### config.mk
export PLATFORM = sky130hd
export DESIGN_NAME = fmc_mode_ctrl
export DESIGN_NICKNAME = d
export VERILOG_FILES = /design/src/core/fmc_blk_decode.v /design/src/core/fmc_unit_check.v /design/src/core/fmc_mode_ctrl.v
export VERILOG_INCLUDE_DIRS = /design/src /design/src/core
export SDC_FILE = /design/constraint.sdc
export NUM_CORES = 1
export LEC_CHECK = 0
export BUFFER_PORTS_ARGS = -buffer_cell sky130_fd_sc_hd__buf_2
export CAP_MARGIN = 20
export CORE_MARGIN = 3
export CORE_UTILIZATION = 50
export DETAILED_ROUTE_END_ITERATION = 6
export PLACE_DENSITY = 0.9
export RECOVER_POWER = 100
export SLEW_MARGIN = 5
export SYNTH_ARGS = -nofsm -noshare
export SYNTH_HDL_FRONTEND = slang
export SYNTH_SLANG_ARGS = --single-unit
export TNS_END_PERCENT = 10
### constraint.sdc
create_clock -name clk_sys -period 14.1 [get_ports clk_sys]
set_clock_uncertainty 0.05 [all_clocks]
set_input_delay 4.23 -clock clk_sys [delete_from_list [all_inputs] [get_ports clk_sys]]
set_output_delay 4.23 -clock clk_sys [all_outputs]
set_load 0.1 [all_outputs]
### src/core/fmc_consts.vh
// Constants for the flash mode control block
`ifndef FMC_CONSTS_VH
`define FMC_CONSTS_VH

// Register map, byte addresses
`define FMC_ADDR_W 4
`define FMC_OFS_MODE 4'h0
`define FMC_OFS_EBLO 4'h4
`define FMC_OFS_EBHI 4'h8
`define FMC_OFS_STAT 4'hc

// Mode control field positions
`define FMC_BIT_WEG 6
`define FMC_BIT_ESU 5
`define FMC_BIT_PSU 4
`define FMC_BIT_EV 3
`define FMC_BIT_PV 2
`define FMC_BIT_ERS 1
`define FMC_BIT_PRG 0
`define FMC_MODE_RST 8'h00
`define FMC_MODE_WMASK 8'h7f

// Array geometry
`define FMC_ARRAY_AW 17
`define FMC_NBLK 10
`define FMC_UNIT_LSB 7

// Erase block base addresses
`define FMC_EB0_BASE 17'h00000
`define FMC_EB1_BASE 17'h00400
`define FMC_EB2_BASE 17'h00800
`define FMC_EB3_BASE 17'h00c00
`define FMC_EB4_BASE 17'h01000
`define FMC_EB5_BASE 17'h08000
`define FMC_EB6_BASE 17'h0c000
`define FMC_EB7_BASE 17'h0e000
`define FMC_EB8_BASE 17'h10000
`define FMC_EB9_BASE 17'h18000
`define FMC_ARRAY_END 18'h20000

`endif

### src/core/fmc_blk_decode.v
// Maps an array address to its erase block number
`include "fmc_consts.vh"
module fmc_blk_decode (
    input wire [`FMC_ARRAY_AW-1:0] addr,
    output reg [3:0] blk
);
    // Ascending block bounds
    always @* begin
        if (addr < `FMC_EB1_BASE) blk = 4'h0;
        else if (addr < `FMC_EB2_BASE) blk = 4'h1;
        else if (addr < `FMC_EB3_BASE) blk = 4'h2;
        else if (addr < `FMC_EB4_BASE) blk = 4'h3;
        else if (addr < `FMC_EB5_BASE) blk = 4'h4;
        else if (addr < `FMC_EB6_BASE) blk = 4'h5;
        else if (addr < `FMC_EB7_BASE) blk = 4'h6;
        else if (addr < `FMC_EB8_BASE) blk = 4'h7;
        else if (addr < `FMC_EB9_BASE) blk = 4'h8;
        else blk = 4'h9;
    end
endmodule // fmc_blk_decode

### src/core/fmc_unit_check.v
// Checks a programming start address for unit alignment
`include "fmc_consts.vh"
module fmc_unit_check (
    input wire [`FMC_ARRAY_AW-1:0] addr,
    output wire aligned
);
    // Low seven bits zero means low byte is 00 or 80
    assign aligned = ~|addr[`FMC_UNIT_LSB-1:0];
endmodule // fmc_unit_check

### src/core/fmc_mode_ctrl.v
// Flash program/erase mode control register and state outputs
//
// The implementer's own choices: the address map and strobed register access.
`include "fmc_consts.vh"
module fmc_mode_ctrl (
    clk_sys,
    sys_rst,
    reg_addr,
    reg_wdata,
    reg_wr,
    reg_rd,
    reg_rdata,
    prog_addr,
    prog_addr_ok,
    prog_blk,
    erase_blk_sel,
    erase_blk_valid,
    erase_setup_bit,
    program_setup_bit,
    erase_verify_mode,
    program_verify_mode,
    erase_active,
    program_active
);
    input wire clk_sys;
    input wire sys_rst;
    input wire [`FMC_ADDR_W-1:0] reg_addr;
    input wire [7:0] reg_wdata;
    input wire reg_wr;
    input wire reg_rd;
    output reg [7:0] reg_rdata;
    input wire [`FMC_ARRAY_AW-1:0] prog_addr;
    output wire prog_addr_ok;
    output wire [3:0] prog_blk;
    output wire [`FMC_NBLK-1:0] erase_blk_sel;
    output wire erase_blk_valid;
    output wire erase_setup_bit;
    output wire program_setup_bit;
    output wire erase_verify_mode;
    output wire program_verify_mode;
    output wire erase_active;
    output wire program_active;

    ////////////////////////////////////////////////////////////////////
    // Registers
    reg [6:0] mode_q;
    reg [6:0] mode_d;
    reg [7:0] eblo_q;
    reg [7:0] eblo_d;
    reg [1:0] ebhi_q;
    reg [1:0] ebhi_d;
    wire write_enable_gate;
    wire wr_mode;
    wire wr_eblo;
    wire wr_ebhi;
    wire [7:0] wmask;
    wire [`FMC_NBLK-1:0] sel_all;
    wire one_hot;
    integer i;
    reg [3:0] nset;

    assign write_enable_gate = mode_q[`FMC_BIT_WEG];
    assign wr_mode = reg_wr && (reg_addr == `FMC_OFS_MODE);
    assign wr_eblo = reg_wr && (reg_addr == `FMC_OFS_EBLO);
    assign wr_ebhi = reg_wr && (reg_addr == `FMC_OFS_EBHI);
    assign wmask = `FMC_MODE_WMASK;

    ////////////////////////////////////////////////////////////////////
    // Mode control next value
    always @* begin
        mode_d = mode_q;
        if (wr_mode) begin
            mode_d = reg_wdata[6:0] & wmask[6:0];
            // Enable is judged on the new value so clearing it drops all
            if (!reg_wdata[`FMC_BIT_WEG]) begin
                mode_d = 7'h00;
            end else if (!mode_q[`FMC_BIT_WEG]) begin
                mode_d = 7'h40;
            end else begin
                // Trigger only accepted with its setup already held
                if (!mode_q[`FMC_BIT_ESU] || !reg_wdata[`FMC_BIT_ESU]) begin
                    mode_d[`FMC_BIT_ERS] = mode_q[`FMC_BIT_ERS] &
                        reg_wdata[`FMC_BIT_ERS] &
                        reg_wdata[`FMC_BIT_ESU];
                end
                if (!mode_q[`FMC_BIT_PSU] || !reg_wdata[`FMC_BIT_PSU]) begin
                    mode_d[`FMC_BIT_PRG] = mode_q[`FMC_BIT_PRG] &
                        reg_wdata[`FMC_BIT_PRG] &
                        reg_wdata[`FMC_BIT_PSU];
                end
            end
        end
    end

    ////////////////////////////////////////////////////////////////////
    // Erase block select next values
    always @* begin
        eblo_d = eblo_q;
        ebhi_d = ebhi_q;
        if (wr_eblo) begin
            eblo_d = reg_wdata;
        end
        if (wr_ebhi) begin
            ebhi_d = reg_wdata[1:0];
        end
        // Selects held clear while writes are disabled
        if (!mode_d[`FMC_BIT_WEG]) begin
            eblo_d = 8'h00;
            ebhi_d = 2'h0;
        end
        nset = 4'h0;
        for (i = 0; i < 8; i = i + 1) begin
            nset = nset + {3'h0, eblo_d[i]};
        end
        nset = nset + {3'h0, ebhi_d[0]} + {3'h0, ebhi_d[1]};
        // More than one block selected clears them all
        if (nset > 4'h1) begin
            eblo_d = 8'h00;
            ebhi_d = 2'h0;
        end
    end

    // State update; no timer ends any mode
    always @(posedge clk_sys) begin
        if (sys_rst) begin
            mode_q <= 7'h00;
            eblo_q <= 8'h00;
            ebhi_q <= 2'h0;
        end else begin
            mode_q <= mode_d;
            eblo_q <= eblo_d;
            ebhi_q <= ebhi_d;
        end
    end

    ////////////////////////////////////////////////////////////////////
    // Read port, one cycle latency
    always @(posedge clk_sys) begin
        if (sys_rst) begin
            reg_rdata <= 8'h00;
        end else if (reg_rd) begin
            case (reg_addr)
                `FMC_OFS_MODE: reg_rdata <= {1'b0, mode_q};
                `FMC_OFS_EBLO: reg_rdata <= eblo_q;
                `FMC_OFS_EBHI: reg_rdata <= {6'h00, ebhi_q};
                `FMC_OFS_STAT: reg_rdata <= {4'h0, erase_active,
                    program_active, erase_blk_valid, prog_addr_ok};
                default: reg_rdata <= 8'h00;
            endcase
        end else begin
            reg_rdata <= 8'h00;
        end
    end

    ////////////////////////////////////////////////////////////////////
    // Mode outputs
    assign erase_setup_bit = mode_q[`FMC_BIT_ESU];
    assign program_setup_bit = mode_q[`FMC_BIT_PSU];
    assign erase_verify_mode = mode_q[`FMC_BIT_EV];
    assign program_verify_mode = mode_q[`FMC_BIT_PV];
    assign erase_active = mode_q[`FMC_BIT_ERS] & write_enable_gate &
        mode_q[`FMC_BIT_ESU];
    assign program_active = mode_q[`FMC_BIT_PRG] & write_enable_gate &
        mode_q[`FMC_BIT_PSU];

    // Block selection and geometry helpers
    assign sel_all = {ebhi_q, eblo_q};
    assign erase_blk_sel = sel_all;
    assign one_hot = (sel_all != 10'h000);
    assign erase_blk_valid = one_hot;

    fmc_unit_check u_unit (
        .addr(prog_addr),
        .aligned(prog_addr_ok)
    );

    fmc_blk_decode u_blk (
        .addr(prog_addr),
        .blk(prog_blk)
    );
endmodule // fmc_mode_ctrl

==> flow_summary.ini <==
[detailed_routing]
drt-total-wl_mm = 3.515
drtIter0Drc = 91
drc_errors = 0
first_pass_iters = 4
route.detailed.wl_per_inst_microns = 14.35
viasPerCell = 5.759
dr_total_vias = 1411
ant_nets = 0

[pwr]
leakagePower_nw = 0.6567
power_uw = 118.8
power_density_nw_per_um2 = 70.81
peakVddDrop_mv = 0.06279

[clock_tree]
htreeDepth = 1
cts.sink_count = 25
cts_inserted_buffers = 3
cts_resized = 0
holdBufCountCts = 0
cts.clk_slew.worst_paths_ns = 0.12
clk_latency_ns = 0.32
clock_path_buffers = 2
cts-root-buf = clkbuf_4
post_cts_buffers = 0
cts_tree = built

[synth]
synth_top_area_share_pct = 35.68
syn_area_sq_um = 1403
ys.flop_type = dfxtp_1
syn_avg_cell_area_sq_um = 8.712
async_flop_share_pct = 0
syn_nets = 202
netlist_top_cells_area = dfxtp_1, fa_1, a21oi_1, mux2i_1, nand2_1
yosysTopAreaCell = dfxtp_1
seq_area_frac_synth_pct = 35.68
synth_cells = 161
yosysWarnings = 0
netlist-cell-type-count = 38
synth_enable_flop_cells = 0
synth-seq-cells = 25

[finish]
layout_commonest_cell = clkbuf_1
n_antenna_cell = 0
post_route_cells_drive_above_1_share_pct = 16.28
final_nets = 257
stdcell_count = 245
fill_cells = 240
final_cell_mix = clkbuf_1, buf_2, dfxtp_1
areaGrowthSynthToFinish_pct = 19.63

[sta]
maxSlewViolCount = 0
hold_viol_final = 0
hold_slack_ns = 0.4401
tightest_slew_ns = 1.184
period_share_pct = 72.82
finalSetupTns_ns = 0
worst_slack_ns = 3.833
setup_viol = 0
layout_min_cycle_time_ns = 10.27
max_slew_margin_pct = 21.42
max_freq_mhz = 97.40
rsz0062_at_grt = false

[die]
core_area_sq_um = 2567
die_area_sq_um = 3477
fp.dieW_microns = 58.97
initial_core_util_pct = 54.63
rows = 18
io_pins = 63
die_h_microns = 58.97

[grt]
grt_start_max_net_pins = 17
grt-ovfl-total = 0
grt_usage_pct = 20.36
grt_pass1_vias = 1261
grt_pass1_wl_mm = 5.368
antenna_found_initial = 0

[hold_path]
hold_path.class = reg -> reg
holdPathEnd = mode_q[3]
hp-start = mode_q[3]
whs_path_depth = 2

[place]
pre_cts_slack_ns = 4.258
hpwl_mm = 2.776
io_buffers = 59
dpl.cell_count = 241
routabilityCongestion = 0.8688

[setup_path]
critical_path_class = in -> out
slowest_delay_ns = 0.90
end_kind = output port
timing.rr.end = ebhi_q[1]
r2r-start = mode_q[6]
rrSetupSlack_ns = 9.48
start_kind = input port
critPathLaunch = prog_addr[2]
crit_chain = buf_2 > or4_1 > nor4_1 > clkbuf_1
critPathSlowestCell = clkbuf_1
reg2regPathDepth = 14
crit_arrival_ns = 5.99
crit_path_max_fanout = 2
cp.required_ns = 9.82

[job]
cap_violations = 0

[outcome]
status = completed
-- area by class of cell --
cell class	count	area (sq um)	area share, %
multi-input cells	117	822.0	48.99
flip-flops and latches	25	500.5	29.83
repair buffers	59	254.0	15.14
inverters	10	37.54	2.237
well taps	30	37.54	2.237
clock buffers	4	26.28	1.566
-- stage by stage --
stage          utilization (%)  instance area, sq um
2_1_floorplan                -                  1403
3_3_place_gp             66.08                  1697
3_5_place_dp             66.08                  1697
4_1_cts                  67.11                  1723
5_1_grt                  65.35                  1678
6_report                 65.35                  1678
-- state kept, by name, summed over array words and instances (netlist names) --
name and cells:
ebhi_q 2, mode_q 7, reg_rdata 8, eblo_q 8
-- synth_stat cells (all sizes together), types with 3 or more instances --
cell type and count:
o21ai 6, nor3 6, a21oi 17, dfxtp 25, and2 4, nor2 13, nand4 5, inv 10
nor4 4, a22oi 3, clkbuf 4, and3 4, buf 5, nand2 16, fa 6, mux2i 7
-- how the worst max path moves through the flow --
| stage | cells after the start | end | slack [ns] |
|---|---|---|---|
| after global routing | 4 | prog_addr_ok | 3.76 |
| after detailed placement | 4 | prog_addr_ok | 4.26 |
| after floorplan | 2 | prog_addr_ok | 2.18 |
| final | 4 | prog_addr_ok | 3.83 |
| after CTS | 4 | prog_addr_ok | 4.24 |
| after global placement | 4 | prog_addr_ok | 4.24 |
-- cell families after synthesis --
group | share of synthesized area (%)
compound gates | 13.83
flops | 35.68
simple gates | 26.49
buf+inv | 5.441
fa+ha+maj | 10.35
mux | 8.207
-- critical path, delay by kind of cell --
| kind | cells | cell delay, ns |
|---|---|---|
| buf+inv | 2 | 0.99 |
| simple gates | 2 | 0.76 |
-- report_power, final --
part	switching [mW]	internal (mW)	total [mW]
registers	0.000139	0.0707	0.0708
logic	0.0119	0.00486	0.0168
clock network	0.0201	0.0111	0.0312
total	0.0322	0.0866	0.119
-- layer usage --
layer / wire length [microns] / share of wire (%) / up-vias / global-route usage [%]
met5: 0 / 0 / - / 0
met4: 133 / 3.8 / 0 / 11.65
met3: 282 / 8.0 / 13 / 3.728
met2: 1660 / 47 / 67 / 34.38
met1: 1439 / 41 / 648 / 24.01
li1: - / - / 683 / -
No activity file was read; power rests on OpenSTA's default activity.
